===== config.mk =====
export PLATFORM = sky130hd
export DESIGN_NAME = plpm_top
export DESIGN_NICKNAME = d
export VERILOG_FILES = /design/src/hw/plpm_pkg.sv /design/src/hw/plpm_top.sv
export VERILOG_INCLUDE_DIRS = /design/src /design/src/hw
export SDC_FILE = /design/constraint.sdc
export NUM_CORES = 1
export LEC_CHECK = 0
export BUFFER_PORTS_ARGS = -buffer_cell sky130_fd_sc_hd__buf_4
export CAP_MARGIN = 20
export CORE_ASPECT_RATIO = 1.5
export CORE_MARGIN = 5
export CORE_UTILIZATION = 44
export DETAILED_ROUTE_END_ITERATION = 7
export HOLD_SLACK_MARGIN = 0.05
export PLACE_DENSITY = 0.73
export SYNTH_ARGS = -nofsm -noshare
export SYNTH_HDL_FRONTEND = slang
export SYNTH_SLANG_ARGS = --single-unit

===== constraint.sdc =====
create_clock -name i_core_clk -period 2.8 [get_ports i_core_clk]
set_input_delay 0.14 -clock i_core_clk [delete_from_list [all_inputs] [get_ports i_core_clk]]
set_output_delay 0.14 -clock i_core_clk [all_outputs]
set_load 0.01 [all_outputs]

===== src/hw/plpm_defines.svh =====
// constants for the port low pin mode block
`ifndef PLPM_DEFINES_SVH
`define PLPM_DEFINES_SVH
`define PLPM_ADDR_CMP_INSEL 8'hEB
`define PLPM_ADDR_PULLUP 8'hEE
`define PLPM_ADDR_IRQEN 8'hE5
`define PLPM_ADDR_LOWMODE 8'hE9
`define PLPM_ADDR_HIGHMODE 8'hEC
`define PLPM_RST_BYTE 8'h00
`define PLPM_RST_PRIME 3'h0
`define PLPM_NPINS 8
`endif


===== src/hw/plpm_pkg.sv =====
// types for the port low pin mode block
package plpm_pkg;
    typedef enum logic [1:0] {
        PLPM_FALL,
        PLPM_BOTH,
        PLPM_OUT,
        PLPM_RISE
    } plpm_mode_e;
    typedef struct packed {
        logic wr;
        logic rd;
        logic [7:0] addr;
        logic [7:0] wdata;
    } plpm_req_s;
endpackage : plpm_pkg


===== src/hw/plpm_top.sv =====
// port pin mode, pull-up, comparator select and edge request logic
`timescale 1ns/1ps
`include "plpm_defines.svh"
module plpm_top
    import plpm_pkg::*;
(
    input wire logic i_core_clk,
    input wire logic i_sys_rst,
    input wire plpm_req_s i_req,
    output logic [7:0] o_rdata,
    input wire logic [7:0] i_pin,
    input wire logic [7:0] i_pin_out_val,
    output logic [7:0] o_pin_oe,
    output logic [7:0] o_pin_o,
    output logic [7:0] o_pullup_en,
    output logic [7:0] o_pin_in,
    output logic [7:0] o_edge_irq
);
    logic [7:0] low_mode_q;
    logic [7:0] high_mode_q;
    logic [7:0] pullup_q;
    logic [7:0] cmp_in_sel_q;
    logic [7:0] irqen_q;
    logic [7:0] sync1_q;
    logic [7:0] sync2_q;
    logic [7:0] prev_q;
    logic [2:0] prime_q;
    logic [15:0] modes;
    logic [7:0] irq_d;

    function automatic logic edge_hit(input logic [1:0] m, input logic cur, input logic prv);
        case (plpm_mode_e'(m))
            PLPM_FALL: edge_hit = prv & ~cur;
            PLPM_BOTH: edge_hit = prv ^ cur;
            PLPM_RISE: edge_hit = ~prv & cur;
            default: edge_hit = 1'b0;
        endcase
    endfunction : edge_hit

    assign modes = {high_mode_q, low_mode_q};

    // register writes, all reset to zero
    always_ff @(posedge i_core_clk or posedge i_sys_rst)
    begin
        if (i_sys_rst)
        begin
            low_mode_q <= `PLPM_RST_BYTE;
            high_mode_q <= `PLPM_RST_BYTE;
            pullup_q <= `PLPM_RST_BYTE;
            cmp_in_sel_q <= `PLPM_RST_BYTE;
            irqen_q <= `PLPM_RST_BYTE;
        end
        else if (i_req.wr)
        begin
            case (i_req.addr)
                `PLPM_ADDR_LOWMODE: low_mode_q <= i_req.wdata;
                `PLPM_ADDR_HIGHMODE: high_mode_q <= i_req.wdata;
                `PLPM_ADDR_PULLUP: pullup_q <= i_req.wdata;
                `PLPM_ADDR_CMP_INSEL: cmp_in_sel_q <= i_req.wdata;
                `PLPM_ADDR_IRQEN: irqen_q <= i_req.wdata;
                default: ;
            endcase
        end
    end

    // read data
    always_ff @(posedge i_core_clk or posedge i_sys_rst)
    begin
        if (i_sys_rst)
            o_rdata <= `PLPM_RST_BYTE;
        else if (i_req.rd)
        begin
            case (i_req.addr)
                `PLPM_ADDR_LOWMODE: o_rdata <= low_mode_q;
                `PLPM_ADDR_HIGHMODE: o_rdata <= high_mode_q;
                `PLPM_ADDR_PULLUP: o_rdata <= pullup_q;
                `PLPM_ADDR_CMP_INSEL: o_rdata <= cmp_in_sel_q;
                `PLPM_ADDR_IRQEN: o_rdata <= irqen_q;
                default: o_rdata <= `PLPM_RST_BYTE;
            endcase
        end
    end

    // pin synchroniser and previous sample
    always_ff @(posedge i_core_clk or posedge i_sys_rst)
    begin
        if (i_sys_rst)
        begin
            sync1_q <= `PLPM_RST_BYTE;
            sync2_q <= `PLPM_RST_BYTE;
            prev_q <= `PLPM_RST_BYTE;
        end
        else
        begin
            sync1_q <= i_pin;
            sync2_q <= sync1_q;
            prev_q <= sync2_q;
        end
    end

    // edge detect held off until the sample pipe holds pin levels
    always_ff @(posedge i_core_clk or posedge i_sys_rst)
    begin
        if (i_sys_rst)
            prime_q <= `PLPM_RST_PRIME;
        else
            prime_q <= {prime_q[1:0], 1'h1};
    end

    // edge requests, gated by enable and comparator disconnect
    always_comb
    begin
        for (int i = 0; i < `PLPM_NPINS; i++)
        begin
            irq_d[i] = edge_hit(modes[2*i +: 2], sync2_q[i], prev_q[i]) & irqen_q[i] & prime_q[2];
            if (i >= 4 && cmp_in_sel_q[i])
                irq_d[i] = 1'b0;
        end
    end

    always_ff @(posedge i_core_clk or posedge i_sys_rst)
    begin
        if (i_sys_rst)
        begin
            o_edge_irq <= `PLPM_RST_BYTE;
            o_pin_oe <= `PLPM_RST_BYTE;
            o_pin_o <= `PLPM_RST_BYTE;
            o_pullup_en <= `PLPM_RST_BYTE;
            o_pin_in <= `PLPM_RST_BYTE;
        end
        else
        begin
            o_edge_irq <= irq_d;
            o_pullup_en <= pullup_q;
            o_pin_o <= i_pin_out_val;
            for (int i = 0; i < `PLPM_NPINS; i++)
            begin
                o_pin_oe[i] <= (modes[2*i +: 2] == 2'h2);
                o_pin_in[i] <= (i >= 4 && cmp_in_sel_q[i]) ? 1'b0 : sync2_q[i];
            end
        end
    end
endmodule : plpm_top

==> results of run 1 <==
[power by group]
part	switching [mW]	internal [mW]	total (mW)
clock	0.573	0.699	1.27
combinational	0.145	0.149	0.294
sequential	0.0570	1.68	1.73
total	0.775	2.52	3.30
[cell usage after synthesis, types with 4 or more instances]
library cell	instances	share of area, %
and3b_1	14	2.6
clkbuf_1	6	0.48
buf_2	7	0.75
mux2_2	38	9.1
and4bb_2	6	1.6
buf_4	6	0.96
o211ai_1	8	1.3
a31oi_1	6	0.80
nand2_1	11	0.88
and4b_1	12	2.6
ha_1	16	4.3
nor2b_1	14	1.9
dfrtp_1	111	59
inv_1	17	1.4
nand2b_1	10	1.3
mux2i_1	4	0.85
o311ai_1	6	1.1
nor2_1	22	1.8
[worst max path at each step]
stage | start | end | slack [ps] | cells past startpoint
detailed placement | i_req[12] | high_mode_q[7]$_DFFE_PP0P_ | 1070 | 4
finish | high_mode_q[3]$_DFFE_PP0P_ | o_rdata[3]$_DFFE_PP0P_ | 1430 | 3
global route | sync2_q[4]$_DFF_PP0_ | o_edge_irq[4]$_DFF_PP0_ | 1310 | 5
floorplan | i_sys_rst | cmp_in_sel_q[0]$_DFFE_PP0P_ | 1320 | 1
CTS | high_mode_q[2]$_DFFE_PP0P_ | o_rdata[2]$_DFFE_PP0P_ | 1410 | 3
global placement | i_req[12] | high_mode_q[4]$_DFFE_PP0P_ | 1130 | 4
[state kept, by name (all words and copies together) (netlist names)]
| register | cells |
|---|---|
| o_pullup_en | 8 |
| o_pin_in | 8 |
| irqen_q | 8 |
| cmp_in_sel_q | 8 |
| o_rdata | 8 |
| prev_q | 4 |
| o_edge_irq | 8 |
| sync2_q | 8 |
| low_mode_q | 8 |
| prime_q | 3 |
| pullup_q | 8 |
| sync1_q | 8 |
| o_pin_oe | 8 |
| high_mode_q | 8 |
| o_pin_o | 8 |
[layer usage]
| layer | vias up | wire length [um] | part of all wire (%) | track usage (%) |
|---|---|---|---|---|
| met3 | 15 | 482 | 4.7 | 4.651 |
| met1 | 1455 | 3965 | 39 | 19.88 |
| met5 | - | 0 | 0 | 0 |
| li1 | 1415 | - | - | - |
| met4 | 0 | 236 | 2.3 | 6.426 |
| met2 | 74 | 5520 | 54 | 29.90 |
[layout make-up]
cell class                 instances  area share, %
clock buffer                      10          3.906
multi-input combinational        201          29.41
sequential                       111          47.39
tap                              144          3.074
inverter                          17          1.153
timing repair buffer             101          13.87
clock inverter                     6          1.195
[per-stage QoR]
stage               hold slack (ps)  area (sq um)
finish                        72.08          5862
global route                  67.58          5862
CTS                           68.07          5862
detailed placement            250.3          5393
global placement              249.3          5393
floorplan                     171.4          4696
[timing repair]
item / in CTS / in global routing
hold buffers: 17 / 0
gates resized for setup: 0 / 0
hold endpoints to repair: 127 / 0
endpoints found under the setup margin: 0 / 0
[placed cells by master, fill, tap and decap left out, types with 4 or more instances in the layout]
cell	instances
and3b_1	14
nand2b_1	10
nand2_1	11
ha_1	16
nor2b_1	14
dlygate4sd3_1	17
nor2_1	22
a31oi_1	6
and4bb_2	6
buf_4	83
mux2i_1	4
dfrtp_1	111
and4b_1	12
inv_1	16
clkinvlp_4	4
o211ai_1	8
o311ai_1	6
mux2_2	38
clkbuf_16	9
[critical path: cells and delay by family, from the launching register on]
| family | cells | cell delay, ps |
|---|---|---|
| DFF | 1 | 440 |
| and+or+nand+nor | 1 | 250 |
| AOI/OAI and AO/OA | 2 | 550 |
[cells by family (layout without fill, tap and decap cells)]
group                    count (synthesis)  after routing  synth area share (%)
multiplexers                            44             44                 10.61
AND/OR/NAND/NOR                        107            107                 16.59
adder cells (fa/ha/maj)                 16             16                 4.267
flip-flops                             111            111                 59.20
AO/OA/AOI/OAI                           33             33                 5.200
buffers and inverters                   38            134                 4.053
other                                    1              1               0.07992
==> results.cfg, run 1 <==
[clock_tree]
clock_sinks = 111
postCtsSetupBuffers = 0
cts_tree = yes
cts_buffer_depth = 2
h-tree-depth = 3
ctsRootBufferMaster = clkbuf_16
worstSkewPairLatency_ps = 350
clkTransAtPathRegs_ps = 70
cts_buffers = 9

[floorplan]
rows = 46
die_y_um = 136.5
start_util_pct = 44.55
die_x_um = 94.32
core_area_sq_um = 10530
die_area_sq_um = 12870
ioPinCount = 84

[placement]
gp_congestion = 0.8589
dp_hpwl_um = 7318
dp.cells = 557
io_buffers = 83
dp_slack_ps = 1069

[route]
vias_per_cell = 5.015
vias = 2959
wl_per_cell_um = 17.29
drc = 0
route.final.wire_length_um = 10200
postRouteAntennaNets = 0
dr.pass1.iters = 4
drt_iter0_markers = 143

[pwr]
p_leak_nw = 2.960
power_density_nw_per_um2 = 562.8
finalPower_mw = 3.299
ir_drop_mv = 0.3282

[finish]
nNetsFinal = 493
fillCellCount = 894
diodes = 0
final_util_pct = 55.65
drive_above_1_share_pct = 34.30
fin_cells = 590
ff_latch_area_sq_um = 2778
multiInputGateArea_sq_um = 1724
area_growth_pct = 24.93

[grt]
grt_use_total_pct = 17.12
grt-ovfl-total = 0
grt_pass1_vias = 3197
grt_start_max_net_pins = 112
grt_pass1_wl_um = 16460
antenna_found_initial = 0

[setup_path]
crit_fanout = 5
r2r_setup_slack_ps = 1430
crit_path_max_incr_delay_ps = 440
crit_chain = and4bb_2 > o311ai_1 > a31oi_1
critPathArrivalTime_ps = 1590
r2r-start = high_mode_q[3]$_DFFE_PP0P_
required_ps = 3020
setup.worst_path.start_class = flip-flop
r2r_cells = 3
r2r_end = o_rdata[3]$_DFFE_PP0P_
crit_type = reg2reg
worst_setup_path_end_kind = flip-flop
slowest_stage = dfrtp_1

[timing]
rsz0062_at_grt = false
worstMarginPinSlew_ps = 632.5
finalHoldViolCount = 0
finalSetupTns_ps = 0
period_share_pct = 49.03
finalWorstSetupSlack_ps = 1427
fmax_mhz = 728.4
fin_crit_ps = 1373
slew_headroom_pct = 57.74
setup_viol = 0
maxSlewViolCount = 0
skew_ps = 5.889

[synthesis]
async_flop_share_pct = 100.0
ys_types = 39
syn-num-nets = 402
synthesis.area_sq_um = 4692
yosysWarnings = 0
synth_seq_area_share_pct = 59.20
synth-edff-count = 0
synth-main-ff-cell = dfrtp_1
ys_ff_latch = 111
syn_inst = 350
synth_area_per_cell_sq_um = 13.41

[hold_path]
hold_class = in2reg
min_to = cmp_in_sel_q[5]$_DFFE_PP0P_
holdPathStages = 2
hp-start = i_req[5]

[flow_run]
cap_violations = 0

[status]
status = completed
No activity file was read; power rests on OpenSTA's default activity.
==> inputs of run 2 (changes only) <==
--- a/config.mk
+++ b/config.mk
@@ -6,6 +6,7 @@
 export SDC_FILE = /design/constraint.sdc
 export NUM_CORES = 1
 export LEC_CHECK = 0
+export ABC_AREA = 1
 export BUFFER_PORTS_ARGS = -buffer_cell sky130_fd_sc_hd__buf_4
 export CAP_MARGIN = 20
 export CORE_ASPECT_RATIO = 1.5
==> constraint.sdc (replaced) <==
create_clock -name i_core_clk -period 1.2 [get_ports i_core_clk]
set_input_delay 0.06 -clock i_core_clk [delete_from_list [all_inputs] [get_ports i_core_clk]]
set_output_delay 0.06 -clock i_core_clk [all_outputs]
set_load 0.01 [all_outputs]
==> run 2 against run 1 <==
The flow now finishes with violations (setup timing). Setup slack lost 1500 ps. Global-route usage is 2.2 points higher. Clock-buffer cell count down 1. Utilization increased by 5.1 points. Sequential power is 140% higher. Cell area is 5.1% higher. Synthesized cell count is 29% higher. Cell count up 20%. Wire length up 9.4%. Total power rose to 2.6 times the previous value. Flip-flop and latch count stayed put. Critical endpoint is now o_edge_irq[5]$_DFF_PP0_. Highest routed layer unchanged.
==> results.cfg, run 2 <==
[status]
status = finished with violations
violations = setup timing

[floorplan]
rows = 45
die_area_sq_um = 12580
die_y_um = 134.9
core_area_sq_um = 10130
ioPinCount = 84
die_x_um = 93.28
start_util_pct = 45.16

[pwr]
power.share.clock_pct = 41.4
ir_drop_mv = 0.9398
swShare_pct = 22.54
p_switching_mw = 1.924
pwr-share-comb_pct = 10.5
power_density_nw_per_um2 = 1386
p_int_mw = 6.613
finalPower_mw = 8.537
p_leak_nw = 3.251
p_seq_share_pct = 48.2

[setup_path]
crit_fanout = 3
critPathArrivalTime_ps = 1470
cp-startpoint = sync2_q[5]$_DFF_PP0_
r2r-start = sync2_q[5]$_DFF_PP0_
r2r_setup_slack_ps = -30
required_ps = 1450
r2r_end = o_edge_irq[5]$_DFF_PP0_
worst_setup_path_end_kind = flip-flop
setup.worst_path.start_class = flip-flop
r2r_cells = 5
crit_type = reg2reg
crit_path_end = o_edge_irq[5]$_DFF_PP0_

[timing]
period_share_pct = 102.2
setup_viol = 1
holdWs_ps = 67.42
finalHoldViolCount = 0
fmax_mhz = 815.8
fin_crit_ps = 1226
skew_ps = 8.481
rsz0062_at_grt = true
maxSlewViolCount = 0
finalWorstSetupSlack_ps = -25.86

[finish]
final_common_cell = dfrtp_1
drive_above_1_share_pct = 27.16
finalInstanceArea_sq_um = 6158
nNetsFinal = 637
diodes = 0
area_growth_pct = 34.55
final_util_pct = 60.77
layout_common_cells = 111 x dfrtp_1, 106 x buf_4, 84 x nand2_1

[placement]
io_buffers = 83
dp_slack_ps = -66.68
dp_hpwl_um = 7861
gp_congestion = 0.8626
detailed_place.area_sq_um = 5419

[flow_run]
cap_violations = 0

[synthesis]
synth_seq_area_share_pct = 60.69
synth_commonest_cells = 111 x dfrtp_1, 84 x nand2_1, 55 x inv_1
netlist.area_leader.share_pct = 60.69
yosysWarnings = 0
synth.area.top_cells = dfrtp_1 61%, nand2_1 6.9%, o21ai_0 5.6%, inv_1 4.5%, ha_1 4.4%
ys_types = 21
async_flop_share_pct = 100.0
synth-main-ff-cell = dfrtp_1
yosysMostFrequentCell = dfrtp_1
synth_area_leader_cell = dfrtp_1
synth_area_per_cell_sq_um = 10.10
syn-num-nets = 505
synthesis.area_sq_um = 4577
syn_inst = 453
ys_ff_latch = 111
synth-edff-count = 0

[grt]
grt_pass1_vias = 3804
grt_pass1_wl_um = 18530
antenna_found_initial = 0
grt_start_max_net_pins = 77
grt-ovfl-total = 0
grt_use_total_pct = 19.29

[route]
postRouteAntennaNets = 0
drt_iter0_markers = 297
dr.pass1.iters = 4
vias_per_cell = 5.035
wl_per_cell_um = 15.82
drc = 0
vias = 3555
route.final.wire_length_um = 11170

[clock_tree]
ctsRootBufferMaster = clkbuf_16
cts_buffer_depth = 2
worstSkewPairLatency_ps = 350
h-tree-depth = 3
clock_sinks = 111
clkTransAtPathRegs_ps = 70
cts_tree = yes
cts_buffers = 9

[hold_path]
hold_class = in2reg
holdPathStages = 3
==> run 2: cell count changes after synthesis, sizes merged, moves of 10 or more <==
| cell | change |
|---|---|
| a21oi | +14 |
| and3b | -14 |
| and4b | -13 |
| inv | +38 |
| mux2 | -40 |
| nand2 | +81 |
| nand2b | -10 |
| nand3 | +35 |
| nor2 | +27 |
| nor2b | -14 |
| o21ai | +50 |
==> run 2: cell type report <==
class / instances / area (sq um)
clock buffer: 9 / 225.2
clock inverter: 6 / 133.9
fill: 821 / 3976
inverter: 55 / 210.2
multi-input combinational: 273 / 1539
sequential: 111 / 2778
tap: 117 / 146.4
timing repair buffer: 135 / 1126
==> run 2: timing repair <==
action	CTS	global route
endpoints found under the hold margin	167	0
endpoints found under the setup margin	5	7
hold buffers	25	0
pin swaps	0	6
cloned	0	0
setup buffers	2	6
resized for setup	4	12
==> run 2: critical path: stages, from the launching register on <==
cell and delay [ps]:
dfrtp_1 410, inv_2 90, ha_4 210, nor2_4 100
nor2_2 50, a211oi_2 270
==> run 2: worst min path at each step <==
stage	from	slack, ps	endpoint
6_report	i_req[16]	70	o_rdata[0]$_DFFE_PP0P_
3_3_place_gp	i_sys_rst	140	o_pin_o[5]$_DFF_PP0_
2_1_floorplan	i_pin_out_val[0]	90	o_pin_o[0]$_DFF_PP0_
3_5_place_dp	i_sys_rst	150	o_pin_o[5]$_DFF_PP0_
4_1_cts	i_req[16]	60	o_rdata[0]$_DFFE_PP0P_
5_1_grt	i_req[16]	80	o_rdata[1]$_DFFE_PP0P_
==> run 2: kinds of logic after synthesis <==
family | Yosys count | share of synthesized area [%]
fa+ha+maj | 16 | 4.374
buf+inv | 69 | 7.217
compound gates | 75 | 8.748
simple gates | 181 | 18.89
other cells | 1 | 0.08193
flops | 111 | 60.69
==> run 2: metrics by stage <==
stage | setup TNS, ps | std cells
global placement | 0 | 658
CTS | 0 | 700
finish | -25.86 | 706
detailed placement | -72.82 | 658
global route | -149.6 | 706
floorplan | -22580 | 453
==> run 2: layer usage <==
layer  track usage, %  vias up  wire, um
li1                 -     1711         -
met1            21.80     1709      4053
met2            34.14      110      6022
met3            3.958       25       661
met4            9.454        0       430
met5                0        -         0
==> run 2: power groups by stage <==
| stage | Clock, mW | Sequential, mW | Combinational, mW |
|---|---|---|---|
| final | 3.53 | 4.11 | 0.894 |
| after global placement | 0 | 4.17 | 0.754 |
| after detailed placement | 0 | 4.18 | 0.780 |
| after CTS | 3.60 | 4.11 | 0.864 |
| after floorplan | 0 | 4.17 | 0.351 |
| after global routing | 3.72 | 4.14 | 0.994 |
